==> src/core/atmrc_pkg.sv <==
// Constants, register map and types of the converter trigger, monitor and result control block.
// Assumes one 250 MHz clock, a classic Wishbone slave port and a converter core that reports results.

package atmrc_pkg;

   // ----------------------------------------
   // Widths
   // ----------------------------------------
   localparam int unsigned ADR_W = 8;
   localparam int unsigned DATA_W = 32;
   localparam int unsigned RES_W = 10;
   localparam int unsigned DEST_W = 4;
   localparam int unsigned KEY_W = 2;
   localparam int unsigned CH_N = 2;

   // ----------------------------------------
   // Register byte offsets
   // ----------------------------------------
   localparam logic [ADR_W-1:0] OFS_TRIG = 8'h00;
   localparam logic [ADR_W-1:0] OFS_MON1 = 8'h04;
   localparam logic [ADR_W-1:0] OFS_RES0 = 8'h08;
   localparam logic [ADR_W-1:0] OFS_CMP1 = 8'h0C;

   // ----------------------------------------
   // Field positions
   // ----------------------------------------
   localparam int unsigned TRIG_TOP_SEL_BIT = 7;
   localparam int unsigned TRIG_TOP_EN_BIT = 6;
   localparam int unsigned TRIG_NRM_SEL_BIT = 5;
   localparam int unsigned TRIG_NRM_EN_BIT = 4;
   localparam int unsigned KEY_MSB = 1;
   localparam int unsigned KEY_LSB = 0;
   localparam int unsigned MON_DIR_BIT = 5;
   localparam int unsigned MON_TGT_MSB = 4;
   localparam int unsigned MON_TGT_LSB = 1;
   localparam int unsigned MON_EN_BIT = 0;
   localparam int unsigned RES_VAL_MSB = 15;
   localparam int unsigned RES_VAL_LSB = 6;
   localparam int unsigned RES_OVR_BIT = 1;
   localparam int unsigned RES_STORED_BIT = 0;
   localparam int unsigned CMP_MSB = 9;
   localparam int unsigned CH_TOP = 0;
   localparam int unsigned CH_NRM = 1;

   // ----------------------------------------
   // Codes and reset values
   // ----------------------------------------
   localparam logic [KEY_W-1:0] KEY_ARM = 2'h2;
   localparam logic [KEY_W-1:0] KEY_FIRE = 2'h1;
   localparam logic [DEST_W-1:0] DEST_TOP = 4'h8;
   localparam logic [DEST_W-1:0] DEST_RES0 = 4'h0;
   localparam logic SRC_EXT = 1'b0;
   localparam logic SRC_TIMER = 1'b1;
   localparam logic BIT_RST = 1'b0;
   localparam logic [DEST_W-1:0] TGT_RST = 4'h0;
   localparam logic [RES_W-1:0] RES_RST = 10'h000;
   localparam logic [DATA_W-1:0] DATA_ZERO = 32'h0000_0000;

   typedef enum logic [0:0] {
      KEY_IDLE = 1'b0,
      KEY_ARMED = 1'b1
   } atmrc_key_state_t;

endpackage

==> src/core/atmrc_res_if.sv <==
// Result report path from the converter core to the monitor.
// Assumes the top module drives it from its result inputs.
`timescale 1ns/1ps
`default_nettype none

interface atmrc_res_if;
   import atmrc_pkg::*;
   logic valid;
   logic [DEST_W-1:0] dest;
   logic [RES_W-1:0] value;
   modport src (output valid, output dest, output value);
   modport mon (input valid, input dest, input value);
endinterface

`default_nettype wire

==> src/core/atmrc_ctrl.sv <==
// Top of the converter trigger, monitor and result control block with its Wishbone register slave.
// Assumes a classic Wishbone master on clock and a converter core that reports results as pulses.
//
// Design decisions made here: the Wishbone register port and the register offsets.
`timescale 1ns/1ps
`default_nettype none

module atmrc_ctrl (
   input wire logic clock,
   input wire logic rstn,
   input wire logic wb_cyc_i,
   input wire logic wb_stb_i,
   input wire logic wb_we_i,
   input wire logic [atmrc_pkg::ADR_W-1:0] wb_adr_i,
   input wire logic [atmrc_pkg::DATA_W-1:0] wb_dat_i,
   input wire logic [3:0] wb_sel_i,
   output logic [atmrc_pkg::DATA_W-1:0] wb_dat_o,
   output logic wb_ack_o,
   input wire logic ext_trigger,
   input wire logic timer5_match,
   input wire logic timer6_match,
   input wire logic conv_result_valid,
   input wire logic [atmrc_pkg::DEST_W-1:0] conv_result_dest,
   input wire logic [atmrc_pkg::RES_W-1:0] conv_result_value,
   output logic top_prio_hw_start,
   output logic normal_hw_start,
   output logic adc_soft_reset,
   output logic monitor1_irq
);
   import atmrc_pkg::*;

   // ----------------------------------------
   // Register state
   // ----------------------------------------
   logic top_sel_reg;
   logic top_en_reg;
   logic nrm_sel_reg;
   logic nrm_en_reg;
   atmrc_key_state_t key_state_reg;
   logic soft_reset_reg;
   logic mon_dir_reg;
   logic [DEST_W-1:0] mon_tgt_reg;
   logic mon_en_reg;
   logic [RES_W-1:0] cmp_reg;
   logic [RES_W-1:0] res0_value_reg;
   logic res0_ovr_reg;
   logic res0_stored_reg;
   logic ack_reg;
   logic [DATA_W-1:0] dat_reg;
   logic [CH_N-1:0] start_vec;
   logic irq_wire;

   logic req;
   logic wr_lo;
   logic wr_hi;
   logic rd_res0;
   logic res0_wr;
   logic key_fire;
   logic [DATA_W-1:0] rd_data;

   atmrc_res_if res_bus ();

   assign res_bus.valid = conv_result_valid;
   assign res_bus.dest = conv_result_dest;
   assign res_bus.value = conv_result_value;

   // ----------------------------------------
   // Bus decode
   // ----------------------------------------
   always_comb begin
      req = wb_cyc_i && wb_stb_i && !ack_reg;
      wr_lo = req && wb_we_i && wb_sel_i[0];
      wr_hi = req && wb_we_i && wb_sel_i[1];
      rd_res0 = req && !wb_we_i && (wb_adr_i == OFS_RES0);
      res0_wr = conv_result_valid && (conv_result_dest == DEST_RES0);
      key_fire = wr_lo && (wb_adr_i == OFS_TRIG) && (key_state_reg == KEY_ARMED) &&
                 (wb_dat_i[KEY_MSB:KEY_LSB] == KEY_FIRE);
   end

   always_comb begin
      rd_data = DATA_ZERO;
      case (wb_adr_i)
         OFS_TRIG: begin
            // Key field is write-only and reads back as zero
            rd_data[TRIG_TOP_SEL_BIT] = top_sel_reg;
            rd_data[TRIG_TOP_EN_BIT] = top_en_reg;
            rd_data[TRIG_NRM_SEL_BIT] = nrm_sel_reg;
            rd_data[TRIG_NRM_EN_BIT] = nrm_en_reg;
         end
         OFS_MON1: begin
            rd_data[MON_DIR_BIT] = mon_dir_reg;
            rd_data[MON_TGT_MSB:MON_TGT_LSB] = mon_tgt_reg;
            rd_data[MON_EN_BIT] = mon_en_reg;
         end
         OFS_RES0: begin
            rd_data[RES_VAL_MSB:RES_VAL_LSB] = res0_value_reg;
            rd_data[RES_OVR_BIT] = res0_ovr_reg;
            rd_data[RES_STORED_BIT] = res0_stored_reg;
         end
         OFS_CMP1: begin
            rd_data[CMP_MSB:0] = cmp_reg;
         end
         default: begin
            rd_data = DATA_ZERO;
         end
      endcase
   end

   // ----------------------------------------
   // Bus answer
   // ----------------------------------------
   always_ff @(posedge clock) begin
      if (!rstn) begin
         ack_reg <= BIT_RST;
         dat_reg <= DATA_ZERO;
      end else begin
         ack_reg <= req;
         dat_reg <= (req && !wb_we_i) ? rd_data : DATA_ZERO;
      end
   end

   // ----------------------------------------
   // Trigger control register
   // ----------------------------------------
   always_ff @(posedge clock) begin
      if (!rstn || soft_reset_reg) begin
         top_sel_reg <= SRC_EXT;
         top_en_reg <= BIT_RST;
         nrm_sel_reg <= SRC_EXT;
         nrm_en_reg <= BIT_RST;
      end else if (wr_lo && (wb_adr_i == OFS_TRIG)) begin
         top_sel_reg <= wb_dat_i[TRIG_TOP_SEL_BIT];
         top_en_reg <= wb_dat_i[TRIG_TOP_EN_BIT];
         nrm_sel_reg <= wb_dat_i[TRIG_NRM_SEL_BIT];
         nrm_en_reg <= wb_dat_i[TRIG_NRM_EN_BIT];
      end
   end

   // ----------------------------------------
   // Software reset key sequence
   // ----------------------------------------
   always_ff @(posedge clock) begin
      if (!rstn || soft_reset_reg) begin
         key_state_reg <= KEY_IDLE;
      end else if (wr_lo && (wb_adr_i == OFS_TRIG)) begin
         case (key_state_reg)
            KEY_IDLE: begin
               key_state_reg <= (wb_dat_i[KEY_MSB:KEY_LSB] == KEY_ARM) ? KEY_ARMED : KEY_IDLE;
            end
            KEY_ARMED: begin
               key_state_reg <= (wb_dat_i[KEY_MSB:KEY_LSB] == KEY_ARM) ? KEY_ARMED : KEY_IDLE;
            end
            default: begin
               key_state_reg <= KEY_IDLE;
            end
         endcase
      end
   end

   always_ff @(posedge clock) begin
      if (!rstn) begin
         soft_reset_reg <= BIT_RST;
      end else begin
         // The core keeps its conversion clock setting across this pulse
         soft_reset_reg <= key_fire;
      end
   end

   // ----------------------------------------
   // Monitor 1 control and comparison value
   // ----------------------------------------
   always_ff @(posedge clock) begin
      if (!rstn || soft_reset_reg) begin
         mon_dir_reg <= BIT_RST;
         mon_tgt_reg <= TGT_RST;
         mon_en_reg <= BIT_RST;
      end else if (wr_lo && (wb_adr_i == OFS_MON1)) begin
         mon_dir_reg <= wb_dat_i[MON_DIR_BIT];
         mon_tgt_reg <= wb_dat_i[MON_TGT_MSB:MON_TGT_LSB];
         mon_en_reg <= wb_dat_i[MON_EN_BIT];
      end
   end

   always_ff @(posedge clock) begin
      if (!rstn || soft_reset_reg) begin
         cmp_reg <= RES_RST;
      end else if (wb_adr_i == OFS_CMP1) begin
         if (wr_lo) begin
            cmp_reg[7:0] <= wb_dat_i[7:0];
         end
         if (wr_hi) begin
            cmp_reg[CMP_MSB:8] <= wb_dat_i[CMP_MSB:8];
         end
      end
   end

   // ----------------------------------------
   // Result register 0
   // ----------------------------------------
   always_ff @(posedge clock) begin
      if (!rstn || soft_reset_reg) begin
         res0_value_reg <= RES_RST;
      end else if (res0_wr) begin
         res0_value_reg <= conv_result_value;
      end
   end

   always_ff @(posedge clock) begin
      if (!rstn || soft_reset_reg) begin
         res0_stored_reg <= BIT_RST;
      end else if (res0_wr) begin
         res0_stored_reg <= 1'b1;
      end else if (rd_res0) begin
         res0_stored_reg <= BIT_RST;
      end
   end

   always_ff @(posedge clock) begin
      if (!rstn || soft_reset_reg) begin
         res0_ovr_reg <= BIT_RST;
      end else if (res0_wr && res0_stored_reg && !rd_res0) begin
         res0_ovr_reg <= 1'b1;
      end else if (rd_res0) begin
         res0_ovr_reg <= BIT_RST;
      end
   end

   // ----------------------------------------
   // Start selection and monitor
   // ----------------------------------------
   atmrc_start_sel u_start (
      .clock(clock),
      .rstn(rstn),
      .src_sel({nrm_sel_reg, top_sel_reg}),
      .start_en({nrm_en_reg, top_en_reg}),
      .ext_trigger(ext_trigger),
      .timer_match({timer6_match, timer5_match}),
      .start_reg(start_vec)
   );

   atmrc_monitor u_mon (
      .clock(clock),
      .rstn(rstn),
      .mon_en(mon_en_reg),
      .mon_dir(mon_dir_reg),
      .mon_target(mon_tgt_reg),
      .cmp_value(cmp_reg),
      .res(res_bus.mon),
      .irq_reg(irq_wire)
   );

   assign wb_ack_o = ack_reg;
   assign wb_dat_o = dat_reg;
   assign adc_soft_reset = soft_reset_reg;
   assign top_prio_hw_start = start_vec[CH_TOP];
   assign normal_hw_start = start_vec[CH_NRM];
   assign monitor1_irq = irq_wire;
endmodule

`default_nettype wire

==> src/core/atmrc_start_sel.sv <==
// Hardware start source selection for the top-priority and normal channels.
// Assumes trigger and timer match inputs are one-cycle pulses synchronous to clock.
`timescale 1ns/1ps
`default_nettype none

module atmrc_start_sel (
   input wire logic clock,
   input wire logic rstn,
   input wire logic [atmrc_pkg::CH_N-1:0] src_sel,
   input wire logic [atmrc_pkg::CH_N-1:0] start_en,
   input wire logic ext_trigger,
   input wire logic [atmrc_pkg::CH_N-1:0] timer_match,
   output logic [atmrc_pkg::CH_N-1:0] start_reg
);
   import atmrc_pkg::*;

   // ----------------------------------------
   // One selector per channel
   // ----------------------------------------
   genvar ch;
   generate
      for (ch = 0; ch < CH_N; ch = ch + 1) begin : g_ch
         always_ff @(posedge clock) begin
            if (!rstn) begin
               start_reg[ch] <= BIT_RST;
            end else begin
               start_reg[ch] <= start_en[ch] & ((src_sel[ch] == SRC_TIMER) ? timer_match[ch] : ext_trigger);
            end
         end
      end
   endgenerate

endmodule

`default_nettype wire

==> src/core/atmrc_monitor.sv <==
// Monitor function 1: compares new results of the picked register against comparison register 1.
// Assumes results arrive as one-cycle reports on the result interface.
`timescale 1ns/1ps
`default_nettype none

module atmrc_monitor (
   input wire logic clock,
   input wire logic rstn,
   input wire logic mon_en,
   input wire logic mon_dir,
   input wire logic [atmrc_pkg::DEST_W-1:0] mon_target,
   input wire logic [atmrc_pkg::RES_W-1:0] cmp_value,
   atmrc_res_if.mon res,
   output logic irq_reg
);
   import atmrc_pkg::*;

   logic [DEST_W-1:0] target_dest;
   logic hit;

   // ----------------------------------------
   // Target decode and compare
   // ----------------------------------------
   always_comb begin
      target_dest = mon_target[DEST_W-1] ? DEST_TOP : {1'b0, mon_target[DEST_W-2:0]};
      hit = res.valid && (res.dest == target_dest) &&
            (mon_dir ? (res.value > cmp_value) : (res.value < cmp_value));
   end

   always_ff @(posedge clock) begin
      if (!rstn) begin
         irq_reg <= BIT_RST;
      end else begin
         irq_reg <= mon_en & hit;
      end
   end
endmodule

`default_nettype wire

==> config.mk <==
export PLATFORM = sky130hd
export DESIGN_NAME = atmrc_ctrl
export DESIGN_NICKNAME = d
export VERILOG_FILES = /design/src/core/atmrc_pkg.sv /design/src/core/atmrc_res_if.sv /design/src/core/atmrc_ctrl.sv /design/src/core/atmrc_start_sel.sv /design/src/core/atmrc_monitor.sv
export SDC_FILE = /design/constraint.sdc
export NUM_CORES = 1
export LEC_CHECK = 0
export BUFFER_PORTS_ARGS = -buffer_cell sky130_fd_sc_hd__buf_2
export CORE_AREA = 5 5 88 70
export CTS_BUF_LIST = sky130_fd_sc_hd__clkbuf_4
export CTS_CLUSTER_DIAMETER = 100
export DETAILED_ROUTE_END_ITERATION = 12
export DIE_AREA = 0 0 93 75
export GPL_TIMING_DRIVEN = 0
export PLACE_DENSITY = 0.94
export SLEW_MARGIN = 20
export SYNTH_ARGS = -nofsm -noshare
export SYNTH_HDL_FRONTEND = slang
export SYNTH_HIERARCHICAL = 1
export SYNTH_SLANG_ARGS = --single-unit
==> constraint.sdc <==
create_clock -name clock -period 3.43 [get_ports clock]
set_input_delay 0.343 -clock clock [delete_from_list [all_inputs] [get_ports clock]]
set_output_delay 0.343 -clock clock [all_outputs]
set_load 0.03 [all_outputs]
Word level (Yosys, flattened, before mapping)
Index checks and enable logic that the tools add are counted.

Bitwise gates (word level): 3. Reductions and logical operators: 29. Equal/unequal tests: 6. Multiplexer cells: 13. $lt $le $gt $ge: 2.

Operators by type and width (number): one-hot mux 2 bit (3 select lines) (3); equality test 8 x 4 -> 1 bit (second input constant) (2); logical AND 1 bit (16); greater-than comparator 10 bit (1); < comparator 10 bit (1); equality test 8 x 3 -> 1 bit (second input constant) (1); zero test 8 bit (1); one-hot mux 2 bit (2 select lines) (2); two-way mux 1 bit (7); AND reduction 2 bit (3); equality test 4 bit (1); zero test 1 bit (4); zero test 4 bit (1); two-way mux 4 bit (1); nonzero test 2 bit (2); AND 1 bit (3); AND reduction 3 bit (1); equality test 2 x 1 -> 1 bit (second input constant) (1); equality test 2 bit (second input constant) (1); logical OR 1 bit (1).

Bits in registers: 70. Word-level logic and storage cells: 74. Input port bits: 67.

Depth between registers and ports, before layout
Depth after elaboration: 7. Gate-level depth with buffers: 6. Mapped depth without buffers: 6.

By module
The synthesis kept the hierarchy.

Modules (own cells, without submodules): atmrc_ctrl (area each 2247.2 um^2, cells an instance 241, seq. area each 1021.0 um^2, instances 1); atmrc_monitor (area each 430.4 um^2, cells an instance 56, seq. area each 20.0 um^2, instances 1); atmrc_start_sel (area each 75.1 um^2, cells an instance 8, seq. area each 40.0 um^2, instances 1).

Worst setup path after synthesis
No wires, ideal clock.

Path type: input port to flip-flop. From: input port wb_adr_i[1] (netlist name). To: register nrm_sel_reg. Stages: 4. Path buffers: 1. Path slack: 1.633 ns. Data arrival time: 1.679 ns. Cell sequence: or4_4 buf_6 or4_4 mux2i_1.

Longest elaborated chain between the ends: 2.

Ends and longest elaborated chain: start: declaration (line atmrc_ctrl.sv:14) `input wire logic [atmrc_pkg::ADR_W-1:0] wb_adr_i,`; zero test 8 bit (line atmrc_ctrl.sv:131) `end else if (wr_lo && (wb_adr_i == OFS_TRIG)) begin`; logical AND 1 bit (line atmrc_ctrl.sv:131); end signal: assignment (line atmrc_ctrl.sv:134) `nrm_sel_reg <= wb_dat_i[TRIG_NRM_SEL_BIT];`; end: declaration (line atmrc_ctrl.sv:37) `logic nrm_sel_reg;`.

Every way passes these cells. A chain may end at the register's enable or synchronous reset.

Worst setup path in the final report
From: register ack_reg (netlist: wb_ack_o). To: register dat_reg[12] (netlist: wb_dat_o[12]).

Longest elaborated chain between the ends: 4.

Ends and longest elaborated chain: start: declaration (line atmrc_ctrl.sv:48) `logic ack_reg;`; start signal: assignment (line atmrc_ctrl.sv:117) `ack_reg <= req;`; zero test 1 bit (line atmrc_ctrl.sv:71) `req = wb_cyc_i && wb_stb_i && !ack_reg;`; logical AND 1 bit (line atmrc_ctrl.sv:71); logical AND 1 bit (line atmrc_ctrl.sv:118) `dat_reg <= (req && !wb_we_i) ? rd_data : DATA_ZERO;`; AND reduction 3 bit (no line); end signal: assignment (line atmrc_ctrl.sv:118); end: declaration (line atmrc_ctrl.sv:49) `logic [DATA_W-1:0] dat_reg;`.

Every way passes these cells.

==> impl_metrics.env <==
export IMPL_outcome="finished, final reports clean"
export IMPL_yosys_warnings=6
export IMPL_p_leak_nw=1.412
export IMPL_p_per_area_nw_per_um2=350.1
export IMPL_grt_first_pass_wirelength_mm=11.59
export IMPL_synthMuxAreaShare_pct=12.18
export IMPL_rows=23
export IMPL_fin_area_um2=3278
export IMPL_synth_most_common_cell="dfxtp_1"
export IMPL_combPwrFrac_pct=12.9
export IMPL_area_growth_pct=19.09
export IMPL_num_vias=2522
export IMPL_synth_seq_cells=54
export IMPL_cts_sinks=54
export IMPL_die_h_um=75
export IMPL_htreeDepth=2
export IMPL_ys_top_cells_by_area="dfxtp_1, mux2i_1, nand2_1, ha_1, buf_4"
export IMPL_met1_length_mm=2.983
export IMPL_clock_latency_ps=400
export IMPL_chipWidth_um=93
export IMPL_intPower_mw=0.8405
export IMPL_ys_seq_area_share_pct=39.27
export IMPL_drt_iter0_drc=184
export IMPL_hold_class="primary input to flop"
export IMPL_maxClockFrequency_mhz=514.7
export IMPL_synth_area_leader_cell="dfxtp_1"
export IMPL_avgRoutedWirePerCell_um=15.68
export IMPL_rsz0062_at_grt="no"
export IMPL_dpl_hpwl_mm=5.556
export IMPL_core_area_um2=5180
export IMPL_clkPwrFrac_pct=32.1
export IMPL_drv_slew=0
export IMPL_drt_pass1_iterations=4
export IMPL_fin_crit_sh_pct=56.64
export IMPL_postPlaceCellArea_um2=3197
export IMPL_path_max_fanout=10
export IMPL_via_per_inst=5.580
export IMPL_crit_required_ps=3790
export IMPL_clock_path_buffers=2
export IMPL_dieArea_um2=6975
export IMPL_syn_inst=305
export IMPL_routed_wl_met2_mm=3.305
export IMPL_relSlewSlack_pct=41.93
export IMPL_drive_gt1_share_pct=27.44
export IMPL_start_util_pct=53.14
export IMPL_ant_nets=0
export IMPL_totalWireLength_mm=7.089
export IMPL_ir_drop_uv=150.7
export IMPL_async_reset_ff_share_pct=0
export IMPL_cts_setup_buffers=0
export IMPL_grtUsageTotal_pct=21.13
export IMPL_min_period_ps=1943
export IMPL_antennaDiodeCount=0
export IMPL_end_kind="flop"
export IMPL_setup_worst_path_class="flop to flop"
export IMPL_tightest_slew_ps=863.1
export IMPL_setup_viol=0
export IMPL_avgSynthCellArea_um2=9.025
export IMPL_grt_pass1_vias=2464
export IMPL_switchingPower_mw=0.3072
export IMPL_synthXorXnorAreaFrac_pct=0
export IMPL_grt_overflow_total=0
export IMPL_syn_area_um2=2753
export IMPL_yosys_most_used_dff="dfxtp_1"
export IMPL_synth_simple_area_share_pct=25.45
export IMPL_antenna_found_initial=0
export IMPL_synth_top_family_by_area="simple AND/OR/NAND/NOR gates"
export IMPL_top_layer_used="met4"
export IMPL_synth_edf_count=0
export IMPL_hold_buffers=0
export IMPL_root_buffer="clkbuf_4"
export IMPL_grt_max_degree=18
export IMPL_port_buffers=62
export IMPL_cp_data_arrival_time_ps=2300
export IMPL_hold_violations=0
export IMPL_cts_tree="built"
export IMPL_clk_pin_slew_worst_paths_ps=170
export IMPL_io_pins=104
export IMPL_synth_compound_area_share_pct=9.500
export IMPL_wl_met3_um=670
export IMPL_cap_violations=0
export IMPL_fin_setup_tns_ps=0
export IMPL_multi_input_area_um2=1483
export IMPL_worstSetupStartpointType="flop"
export IMPL_numCtsBuffers=5
export IMPL_ys_types=44
export IMPL_largest_register_ffs=16
export IMPL_sw_frac_of_total_pct=26.76
export IMPL_nets=466
export IMPL_seqPwrFrac_pct=55.0
export IMPL_fillers=429
export IMPL_skew_ps=16.23
export IMPL_synth_fa_ha_area_share_pct=4.545
export IMPL_synth_common_cells="dfxtp_1, nand2_1, mux2i_1"
export IMPL_synth_top_area_share_pct=39.27
export IMPL_gp_congestion=0.8834
export IMPL_drc=0
export IMPL_cts_resized=0
export IMPL_regArea_um2=1081
[area by class of cell]
cell class                      count  area share [%]
Clock inverter                      3           1.336
Clock buffer                        5           1.145
Timing Repair Buffer               62           9.466
Multi-Input combinational cell    219           45.23
Buffer                             33           5.878
Tap cell                           62           2.366
Sequential cell                    54           32.98
Inverter                           14           1.603
[layout by cell type, fill, tap and decap left out, drive strengths merged, types with 3 or more instances in the layout]
cell | netlist | final
dfxtp | 54 | 54
or2 | 4 | 4
nor4 | 10 | 10
a21oi | 14 | 14
nand4 | 4 | 4
and2 | 7 | 7
mux2 | 4 | 4
inv | 14 | 15
clkbuf | 14 | 19
and2b | 3 | 3
or4 | 5 | 5
nand3b | 4 | 4
mux2i | 29 | 29
nand2b | 3 | 3
o21ai | 14 | 14
a22oi | 4 | 4
nand3 | 13 | 13
ha | 10 | 10
nor2 | 14 | 14
buf | 19 | 81
nand2 | 38 | 38
nor2b | 4 | 4
conb | 1 | 16
[metrics by stage]
| stage | utilization (%) | instances | total power, mW | setup slack, ps | hold slack (ps) |
|---|---|---|---|---|---|
| 2_1_floorplan | - | 320 | 0.7391 | 1633 | 422.9 |
| 3_3_place_gp | 61.71 | 444 | 0.7837 | 1319 | 432.6 |
| 3_5_place_dp | 61.71 | 444 | 0.7888 | 1243 | 441.1 |
| 4_1_cts | 63.29 | 452 | 1.149 | 1486 | 170.2 |
| 5_1_grt | 63.29 | 452 | 1.192 | 1374 | 176.4 |
| 6_report | 63.29 | 452 | 1.148 | 1487 | 168.9 |
[cell families (layout without fill, tap and decap cells)]
family | Yosys count | count (layout)
DFF | 54 | 54
muxes | 33 | 33
adders and majority gates | 10 | 10
buffers and inverters | 47 | 117
and+or+nand+nor | 120 | 120
other | 1 | 16
AOI/OAI and AO/OA | 40 | 40
[layer usage]
layer | GRT usage [%] | vias up
met5 | 0 | -
met4 | 7.967 | 0
met3 | 5.495 | 16
met2 | 34.32 | 147
met1 | 27.49 | 1154
li1 | - | 1205
[worst max-delay path, cell delays in order (launching register included)]
cell and delay, ps:
dfxtp_1 330, nand3b_1 260, clkbuf_1 310, nor4_1 780
and2_1 220
[path summary, 6_finish.rpt]
path,start,end,slack (ps),cells past startpoint
worst min register to register,res0_value_reg[5],wb_dat_o[11],460,1
worst max register to register,wb_ack_o,wb_dat_o[12],1490,4
worst max-delay path,wb_ack_o,wb_dat_o[12],1490,4
worst min-delay path,wb_dat_i[9],cmp_reg[9],170,3
[power groups by stage]
stage | registers (mW) | logic [mW] | clock network, mW
2_1_floorplan | 0.645 | 0.0941 | 0
3_3_place_gp | 0.644 | 0.139 | 0
3_5_place_dp | 0.644 | 0.144 | 0
4_1_cts | 0.631 | 0.145 | 0.372
5_1_grt | 0.632 | 0.161 | 0.399
6_report | 0.631 | 0.148 | 0.368
(Power assumes the default switching activity.)
